## src/hw/brps_pkg.sv

```systemverilog
// shared constants and carrier types for the board reset/power sequencer
package brps_pkg;

    localparam int unsigned CLK_HZ         = 200_000_000;
    localparam int unsigned SEQ_DELAY_MS   = 500;
    localparam int unsigned SEQ_DELAY_CYC  = CLK_HZ / 1000 * SEQ_DELAY_MS;
    localparam int unsigned WDT_DEFAULT_MS = 2000;
    localparam int unsigned WDT_DEFAULT_CYC = CLK_HZ / 1000 * WDT_DEFAULT_MS;
    localparam int unsigned DEBOUNCE_MS    = 10;
    localparam int unsigned DEBOUNCE_CYC   = CLK_HZ / 1000 * DEBOUNCE_MS;
    localparam int unsigned MS_TICK_CYC    = CLK_HZ / 1000;
    localparam int unsigned TEMP_W         = 8;
    localparam int unsigned NUM_SMBUS      = 5;

    // restore-after-ac-loss policy codes
    typedef enum logic [1:0] {
        BRPS_AC_POWER_ON  = 2'h0,
        BRPS_AC_LAST      = 2'h1,
        BRPS_AC_STAY_OFF  = 2'h2
    } brps_ac_policy_t;

    localparam brps_ac_policy_t AC_POLICY_RESET = BRPS_AC_LAST;

    typedef struct packed {
        logic [TEMP_W-1:0] cpu0_temp;
        logic [TEMP_W-1:0] cpu1_temp;
    } brps_temp_t;

    typedef struct packed {
        logic boot_done;
        logic wdt_expired;
        logic boot_on_alt;
        logic frb3_hw;
    } brps_frb_status_t;

endpackage : brps_pkg

```

## src/hw/brps_debounce.sv

```systemverilog
// synchronise and debounce one pin, emit a pulse on its press edge
`timescale 1ns/1ps
module brps_debounce #(
    parameter int unsigned STABLE_CYC = 2_000_000
) (
    // clock and reset
    input  wire logic ref_clk,
    input  wire logic rst_b,
    // pin in, clean level and press pulse out
    input  wire logic pin,
    output logic      level,
    output logic      press
);
    localparam int CW = $clog2(STABLE_CYC + 1);

    logic          meta_r;
    logic          sync_r;
    logic          level_r;
    logic [CW-1:0] cnt_r;
    logic [CW-1:0] cnt_nxt;
    logic          flip;

    assign flip    = (sync_r != level_r) && (cnt_r == CW'(STABLE_CYC - 1));
    assign cnt_nxt = (sync_r == level_r) ? '0 :
                     flip ? '0 : cnt_r + CW'(1);

    always_ff @(posedge ref_clk or negedge rst_b) begin
        if (!rst_b) begin
            meta_r  <= 1'b0;
            sync_r  <= 1'b0;
            level_r <= 1'b0;
            cnt_r   <= '0;
            press   <= 1'b0;
        end else begin
            meta_r  <= pin;
            sync_r  <= meta_r;
            cnt_r   <= cnt_nxt;
            level_r <= flip ? sync_r : level_r;
            press   <= flip & sync_r;
        end
    end

    assign level = level_r;
endmodule : brps_debounce

```

## src/hw/brps_seq.sv

```systemverilog
// board reset and power sequencer inside the management controller
`timescale 1ns/1ps
module brps_seq
    import brps_pkg::*;
#(
    parameter int unsigned DELAY_CYC = SEQ_DELAY_CYC,
    parameter int unsigned WDT_CYC   = WDT_DEFAULT_CYC,
    parameter int unsigned DEB_CYC   = DEBOUNCE_CYC
) (
    // clock and standby reset (the only reset of this block)
    input  wire logic             ref_clk,
    input  wire logic             rst_b,
    // supply, front panel and memory alert pins
    input  wire logic             supply_power_good,
    input  wire logic             reset_switch_n,
    input  wire logic             power_button_n,
    input  wire logic             id_button_n,
    input  wire logic             mem_ecc_alert_n,
    // firmware-side controls, same clock
    input  brps_pkg::brps_ac_policy_t ac_policy,
    input  wire logic             boot_done,
    input  wire logic             wdt_kick,
    input  wire logic             mem_event_ack,
    input  brps_pkg::brps_temp_t  temp_in,
    input  wire logic             temp_valid,
    // private management bus clock lines, open drain
    input  wire logic [NUM_SMBUS-1:0] smbus_scl_in,
    output logic [NUM_SMBUS-1:0]  smbus_scl_out,
    output logic [NUM_SMBUS-1:0]  smbus_scl_oe_n,
    // outputs to processors, south bridge, panel
    output logic                  cpu_power_stable,
    output logic                  supply_on_req,
    output logic                  id_led,
    output logic                  default_boot_processor,
    output logic                  mem_error_event,
    output brps_pkg::brps_temp_t  temp_out,
    output brps_pkg::brps_frb_status_t fault_resilient_boot
);
    localparam int DW = $clog2(DELAY_CYC + 1);
    localparam int WW = $clog2(WDT_CYC + 1);

    typedef enum logic [2:0] {
        BRPS_ST_OFF,
        BRPS_ST_WAIT_PG,
        BRPS_ST_DELAY,
        BRPS_ST_RUN,
        BRPS_ST_HARD_RST
    } brps_state_t;

    brps_state_t state_r;
    brps_state_t state_nxt;

    // pin synchronisers for pins without debounce
    logic pg_meta_r;
    logic pg_sync_r;
    logic ecc_meta_r;
    logic ecc_sync_r;

    logic rst_press;
    logic pwr_press;
    logic id_press;

    logic [DW-1:0] dly_r;
    logic [DW-1:0] dly_nxt;
    logic          dly_done;

    logic [WW-1:0] wdt_r;
    logic [WW-1:0] wdt_nxt;
    logic          wdt_fire;
    logic          wdt_run_r;

    logic          on_r;
    logic          last_on_r;
    logic          ac_init_r;
    logic          id_led_r;
    logic          alt_r;
    logic          expired_r;
    logic          ecc_evt_r;
    logic          stable_r;
    logic          boot_done_r;
    brps_temp_t    temp_r;

    brps_debounce #(.STABLE_CYC(DEB_CYC)) u_rst_sw (
        .ref_clk (ref_clk),
        .rst_b   (rst_b),
        .pin     (~reset_switch_n),
        .level   (),
        .press   (rst_press)
    );

    brps_debounce #(.STABLE_CYC(DEB_CYC)) u_pwr_btn (
        .ref_clk (ref_clk),
        .rst_b   (rst_b),
        .pin     (~power_button_n),
        .level   (),
        .press   (pwr_press)
    );

    brps_debounce #(.STABLE_CYC(DEB_CYC)) u_id_btn (
        .ref_clk (ref_clk),
        .rst_b   (rst_b),
        .pin     (~id_button_n),
        .level   (),
        .press   (id_press)
    );

    always_ff @(posedge ref_clk or negedge rst_b) begin
        if (!rst_b) begin
            pg_meta_r  <= 1'b0;
            pg_sync_r  <= 1'b0;
            ecc_meta_r <= 1'b0;
            ecc_sync_r <= 1'b0;
        end else begin
            pg_meta_r  <= supply_power_good;
            pg_sync_r  <= pg_meta_r;
            ecc_meta_r <= ~mem_ecc_alert_n;
            ecc_sync_r <= ecc_meta_r;
        end
    end

    // sequence delay; restarts on every state change
    assign dly_done = (dly_r == DW'(DELAY_CYC - 1));
    assign dly_nxt  = (state_nxt != state_r) ? '0 :
                      dly_done ? dly_r : dly_r + DW'(1);

    // power-on request follows button and ac policy
    logic on_nxt;
    assign on_nxt = ac_init_r ? on_r ^ pwr_press :
                    (ac_policy == BRPS_AC_POWER_ON) ? 1'b1 :
                    (ac_policy == BRPS_AC_LAST) ? last_on_r : 1'b0;

    always_comb begin
        state_nxt = state_r;
        case (state_r)
            BRPS_ST_OFF:      if (on_r) state_nxt = BRPS_ST_WAIT_PG;
            BRPS_ST_WAIT_PG:  if (!on_r) state_nxt = BRPS_ST_OFF;
                              else if (pg_sync_r) state_nxt = BRPS_ST_DELAY;
            BRPS_ST_DELAY: begin
                if (!on_r || !pg_sync_r) state_nxt = BRPS_ST_WAIT_PG;
                else if (dly_done) state_nxt = BRPS_ST_RUN;
            end
            BRPS_ST_RUN: begin
                if (!on_r || !pg_sync_r) state_nxt = BRPS_ST_WAIT_PG;
                else if (rst_press || wdt_fire) begin
                    state_nxt = BRPS_ST_HARD_RST;
                end
            end
            BRPS_ST_HARD_RST: begin
                if (!on_r || !pg_sync_r) state_nxt = BRPS_ST_WAIT_PG;
                else if (dly_done) state_nxt = BRPS_ST_DELAY;
            end
            default:          state_nxt = BRPS_ST_OFF;
        endcase
    end

    // boot watchdog: armed at each power-stable rise, stopped by boot_done
    assign wdt_fire = wdt_run_r && (wdt_r == WW'(WDT_CYC - 1));
    assign wdt_nxt  = (!stable_r || wdt_kick) ? '0 :
                      wdt_run_r ? wdt_r + WW'(1) : wdt_r;

    // only standby reset clears on_r and ac_init_r; hard reset leaves them alone
    always_ff @(posedge ref_clk or negedge rst_b) begin
        if (!rst_b) begin
            state_r   <= BRPS_ST_OFF;
            dly_r     <= '0;
            on_r      <= 1'b0;
            ac_init_r <= 1'b0;
            stable_r  <= 1'b0;
        end else begin
            state_r   <= state_nxt;
            dly_r     <= dly_nxt;
            on_r      <= on_nxt;
            ac_init_r <= 1'b1;
            stable_r  <= (state_nxt == BRPS_ST_RUN);
        end
    end

    // last state survives only while standby power is up; default off
    always_ff @(posedge ref_clk or negedge rst_b) begin
        if (!rst_b) begin
            last_on_r <= 1'b0;
        end else if (ac_init_r) begin
            last_on_r <= on_r;
        end
    end

    always_ff @(posedge ref_clk or negedge rst_b) begin
        if (!rst_b) begin
            wdt_r       <= '0;
            wdt_run_r   <= 1'b0;
            boot_done_r <= 1'b0;
            expired_r   <= 1'b0;
            alt_r       <= 1'b0;
        end else begin
            wdt_r       <= wdt_nxt;
            wdt_run_r   <= stable_r & ~boot_done_r & ~wdt_fire;
            boot_done_r <= stable_r & (boot_done_r | boot_done);
            expired_r   <= expired_r | wdt_fire;
            if (wdt_fire) begin
                alt_r <= ~alt_r;
            end
        end
    end

    // set wins over firmware acknowledge
    always_ff @(posedge ref_clk or negedge rst_b) begin
        if (!rst_b) begin
            ecc_evt_r <= 1'b0;
            id_led_r  <= 1'b0;
            temp_r    <= '0;
        end else begin
            ecc_evt_r <= ecc_sync_r | (ecc_evt_r & ~mem_event_ack);
            id_led_r  <= id_led_r ^ id_press;
            if (temp_valid) begin
                temp_r <= temp_in;
            end
        end
    end

    // clock lines always released (oe_n high); no other master exists
    assign smbus_scl_out  = '0;
    assign smbus_scl_oe_n = '1;

    assign cpu_power_stable       = stable_r;
    assign supply_on_req          = on_r;
    assign id_led                 = id_led_r;
    assign default_boot_processor = alt_r;
    assign mem_error_event        = ecc_evt_r;
    assign temp_out               = temp_r;
    assign fault_resilient_boot   = '{boot_done:   boot_done_r,
                                      wdt_expired: expired_r,
                                      boot_on_alt: alt_r,
                                      frb3_hw:     1'b1};
endmodule : brps_seq

```

## config.mk

```make
export PLATFORM = sky130hd
export DESIGN_NAME = brps_seq
export DESIGN_NICKNAME = d
export VERILOG_FILES = /design/src/hw/brps_pkg.sv /design/src/hw/brps_debounce.sv /design/src/hw/brps_seq.sv
export SDC_FILE = /design/constraint.sdc
export NUM_CORES = 1
export LEC_CHECK = 0
export ABC_CLOCK_PERIOD_IN_PS = 2750
export BUFFER_PORTS_ARGS = -buffer_cell sky130_fd_sc_hd__buf_2
export CORE_AREA = 2 2 234 121
export DETAILED_ROUTE_END_ITERATION = 7
export DIE_AREA = 0 0 236 123
export GPL_ROUTABILITY_DRIVEN = 1
export GPL_TIMING_DRIVEN = 1
export PLACE_DENSITY = 0.54
export SYNTH_ARGS = -nofsm -noshare
export SYNTH_HDL_FRONTEND = slang
export SYNTH_HIERARCHICAL = 1
export SYNTH_SLANG_ARGS = --single-unit
```

## constraint.sdc

```tcl
create_clock -name ref_clk -period 2.75 [get_ports ref_clk]
set_input_delay 0.4125 -clock ref_clk [delete_from_list [all_inputs] [get_ports ref_clk]]
set_output_delay 0.4125 -clock ref_clk [all_outputs]
set_load 0.03 [all_outputs]
```

Yosys cells after proc, flatten, opt, wreduce, memory -nomap -nowiden
Index checks and enable logic that the tools add are counted.
W data, S select, Z words.

storage, ports and cells
  register bits after elaboration = 164
  input bits = 34
  output and inout bits = 35
  word-level logic and storage cells = 114

operators by class
  add/sub/neg operators = 5
  equal/unequal tests = 19
  multiplexer cells = 23
  bitwise operators = 20
  reductions and logical operators = 13

operators with widths
  cell                     number
  $mux W21                 6
  $add A21 B1 Y21 const B  3
  $eq A21 B21 Y1 const B   3
  $mux W29                 2
  $mux W27                 2
  $add A29 B1 Y29 const B  1
  $eq A29 B29 Y1 const B   1
  $add A27 B1 Y27 const B  1
  $eq A27 B27 Y1 const B   1
  $mux W3                  9
  $pmux W3 S5              1
  $eq A3 B2 Y1 const B     3
  $not A1 Y1               8
  $and A1 B1 Y1            7
  $logic_and A1 B1 Y1      4
  $eq A1 B1 Y1             3
  $eq A3 B1 Y1 const B     1
  $eq A3 B3 Y1 const B     1
  $logic_not A1 Y1         3
  $logic_not A3 Y1         1
  $logic_or A1 B1 Y1       3
  $mux W1                  3
  $ne A1 B1 Y1             3
  $ne A3 B3 Y1             1
  other kinds (6)          9

Depth between registers and ports, before layout
  word-level depth = 8
  gate-level depth with buffers = 9
  mapped depth without buffers = 7

By module
Netlist, hierarchy kept.

modules (own cells, without submodules)
  module         times used  cells an instance  area an instance (um^2)
  brps_seq       1           418                4335.4
  brps_debounce  3           118                1199.9

Worst setup path before layout
No wires, ideal clock.

  path type = register -> register
  start = register wdt_r[0]
  end = register dly_r[19]
  setup time = 0.069 ns
  data arrival time = 2.026 ns
  required time = 2.681 ns
  slack = 0.654 ns
  cell stages (with the launch flop) = 9
  path buffers = 1
  cell sequence = dfrtp_1 ha_1 nand2_2 or4_4 a2bb2oi_2 o211ai_2 mux2_4 buf_6 nor2_2

on the way
  longest elaborated chain between the ends = 8
  elaborated cells between the ends (all ways) = 9
  those cells by class = eq/ne (3); mux (4); reduce/logical (2)

RTL lines
  what                                                       RTL line         RTL
  start: declaration                                         brps_seq.sv:67   logic [WW-1:0] wdt_r;
  start signal: assignment                                   brps_seq.sv:195  wdt_r <= wdt_nxt;
  $eq A29 B29 Y1 (*)                                         brps_seq.sv:157  assign wdt_fire = wdt_run_r && (wdt_r == WW'(WDT_CYC - 1));
  $logic_and A1 B1 Y1 (*)                                    brps_seq.sv:157
  $logic_or A1 B1 Y1 (*)                                     brps_seq.sv:144  else if (rst_press || wdt_fire) begin
  $mux W3 (*)                                                brps_seq.sv:144
  $mux W3 (*)                                                brps_seq.sv:143  if (!on_r || !pg_sync_r) state_nxt = BRPS_ST_WAIT_PG;
  $pmux W3 S5 (*)                                            brps_seq.sv:134  case (state_r)
  via state_nxt[0]                                           brps_seq.sv:51   brps_state_t state_nxt;
  $ne A3 B3 Y1 (*)                                           brps_seq.sv:123  assign dly_nxt = (state_nxt != state_r) ? '0 :
  $ne A2 B1 Y1 (no line) / $mux W27 (equally long branches)  n/a
  end signal: assignment                                     brps_seq.sv:171  dly_r <= dly_nxt;
  end: declaration                                           brps_seq.sv:63   logic [DW-1:0] dly_r;

The timed path passes the listed nets; every way through them passes the cells marked *.
A chain may end at the register's enable or synchronous reset.

Final worst setup path
  start = register wdt_r[0]
  end = register dly_r[2]

Same word-level chain as after synthesis.

==> results.cfg <==
[synth]
synthAdderAreaFrac = 0.007884
yosys.area_share.simple = 0.2488
synth_edf_count = 0
synth.distinct_cells = 55
synth_ff_type = dfrtp_1
synth_top_family_by_area = simple AND/OR/NAND/NOR gates
synth-compound-area-share = 0.05282
syn_inst = 772
synth.mux.area_fraction = 0.03280
ys_seq_elements = 164
synth_warnings = 6
netlist_area_sq_um = 7935
async_flop_share = 1.000
syn_avg_cell_area_sq_um = 10.28
synthXorXnorAreaFrac = 0.1026
yosysSeqAreaShare = 0.5172

[critical_path]
crit_chain = ha_1, nand2_2, or4_4, a2bb2oi_2, o211ai_2, mux2_4, nor3_1
start_kind = register
worstPathArrival_ps = 2760
crit_type = reg -> reg
max_stage_delay_ps = 580
critPathBufInv = 0
crit_family = simple AND/OR/NAND/NOR gates
cp.required_ps = 3110
slowest_stage = or4_4
end_kind = register
crit_fanout = 27

[timing]
final.min_clock_period_ps = 2408
clock.fmax_ghz = 0.4152
setup_tns_ps = 0
max-slew-margin-rel = 0.2489
holdWs_ps = 88.98
skew_ps = 7.197
setup_viol = 0
max_slew.worst_pin.slew_ps = 1127
hold_viol = 0
finalMaxSlewViolations = 0
rsz0062_at_grt = no
min_period_over_period = 0.8757

[routing]
wl_per_cell_um = 14.06
ant_nets = 0
routed_via_density = 4.635
drc = 0
drt-initial-drc-count = 473
wl_met3_um = 741
wl_met2_um = 6001
highest_layer = met4
vias = 5571
wl_met1_um = 9934
dr.pass1.iters = 5
wl_um = 16900

[global_route]
gr-usage-all-layers = 0.1270
antenna_found_initial = 0
grt_max_degree = 84
grt_pass1_vias = 5313
gr-total-overflow = 0
grt_pass1_wl_um = 28750

[job]
maxCapViolCount = 0

[floorplan]
die_w_um = 236
die_area_sq_um = 29030
chipHeight_um = 123
rows = 43
ios = 69
coreArea_sq_um = 27060
start_util = 0.2932

[layout]
fin_cells = 1202
final_nets = 869
areaGrowthSynthToFinish_pct = 16.49
drive_above_1_share = 0.2090
num_antenna_cells = 0
nFillCells = 2731
fin_area_sq_um = 9244

[placement]
placedInstanceArea_sq_um = 8610
globalplace.congestion = 0.7855
place_hpwl_um = 11750
placed_cells = 1170
io_buffers = 52

[cts]
cts.reportedPaths.clkPinSlew_ps = 70
htree_levels = 4
clkSinkCount = 164
clock_latency_ps = 440
cts-buffers-inserted = 17
ctsLongestPathBuffers = 2
cts_tree = built
cts-root-buf = clkbuf_16

[run_status]
status = finished clean

[pwr]
p_per_area_nw_per_um2 = 592.6
leakage_nw = 3.822
ir_drop_uv = 454.7

[hold_path]
hold_class = in -> reg
layer usage:
metal / up-vias / GRT usage
met3: 17 / 0.03617
met5: - / 0
met1: 2673 / 0.2048
met4: 0 / 0.04459
met2: 82 / 0.1525
li1: 2799 / -
where the power goes:
part           switching [mW]  internal (mW)  total, mW
Sequential             0.0589           2.48       2.54
Clock                   0.991           1.53       2.52
Combinational           0.285          0.132      0.417
Total                    1.33           4.14       5.48
area by class of cell:
cell class	count	area [sq um]	area share
Multi-Input combinational cell	563	3591	0.3885
Timing Repair Buffer	68	414.1	0.04480
Clock inverter	10	143.9	0.01557
Sequential cell	164	4104	0.4440
Inverter	16	60.06	0.006497
Clock buffer	21	480.5	0.05198
Tap cell	360	450.4	0.04873
layout by cell type (no fill, tap or decap), types with 16 or more instances in the layout:
master     Yosys  routed
inv_1         16      16
dfrtp_1      164     164
xnor2_1       39      39
buf_2          9      51
a21oi_1       25      25
nor3_1        18      18
xor2_1        54      54
mux2_2        20      20
clkbuf_16      0      17
nand3_1       47      47
nor2_2        20      20
nand2_1       43      43
nor2_1       106     106
nand4_1       40      40
final timing paths:
path                       slack (ps)                 end  cells after the start              start
min in group asynchronous         440           dly_r[23]                      2              rst_b
hold / removal                     90           pg_meta_r                      1  supply_power_good
setup reg to reg                  340            dly_r[2]                      7           wdt_r[0]
hold reg to reg                   350          ecc_sync_r                      0         ecc_meta_r
setup / recovery                  340            dly_r[2]                      7           wdt_r[0]
max in group asynchronous        1560  u_rst_sw/cnt_r[17]                      3              rst_b
through the flow:
stage | power, mW | utilization | setup slack (ps)
after global routing | 5.756 | 0.3416 | 194.2
after detailed placement | 3.012 | 0.3181 | 332.3
final | 5.478 | 0.3416 | 341.8
after floorplan | 2.876 | - | 654.5
after global placement | 3.012 | 0.3181 | 420.1
after CTS | 5.583 | 0.3416 | 325.1
state kept, by name, summed over array words and instances, names as in the netlist, 3 cells and up:
signal and flops:
dly_r 27, u_rst_sw/cnt_r 21, u_pwr_btn/cnt_r 21, u_id_btn/cnt_r 21, temp_out 16, wdt_r 29
state_r 3
synthesized netlist by cell type (3+ instances only):
master,count,area [sq um]
nand3_1,47,235.2
nand4_2,3,37.54
nor4_1,11,68.82
dfrtp_1,164,4104
and3_1,5,31.28
nand4_1,40,250.2
mux2_2,20,225.2
or4b_2,3,30.03
a21oi_1,25,125.1
a31o_2,3,26.28
xnor2_1,39,341.6
o31ai_1,11,82.58
a21oi_2,4,35.03
clkbuf_1,12,45.04
or4_2,3,26.28
and4_2,3,30.03
and4_1,11,96.34
nor2_1,106,397.9
and2_1,5,31.28
or3_2,3,22.52
nand2b_1,8,50.05
or3_1,8,50.05
o21ai_0,15,75.07
nor2_2,20,125.1
nor4b_1,4,35.03
buf_4,16,120.1
or4_1,5,37.54
nor3_1,18,90.09
xor2_1,54,473.0
ha_1,5,62.56
inv_1,16,60.06
nand2_1,43,161.4
buf_2,9,45.04
or4_4,5,56.30
timing repair:
item,CTS,global route
setup buffers,0,0
gates resized for setup,0,0
hold endpoints to repair,31,0
hold buffers,1,0
worst reg2reg max path, cell delays in order, from the launching register on:
cell and delay (ps):
dfrtp_1 400, ha_1 200, nand2_2 100, or4_4 580, a2bb2oi_2 170, o211ai_2 130
mux2_4 500, nor3_1 240
cells by family after synthesis:
logic type | after synthesis
AO/OA/AOI/OAI | 66
XOR/XNOR | 93
adder cells (fa/ha/maj) | 5
buffers and inverters | 55
flip-flops | 164
multiplexers | 23
other | 2
AND/OR/NAND/NOR | 364
No activity file was read; power rests on OpenSTA's default activity.
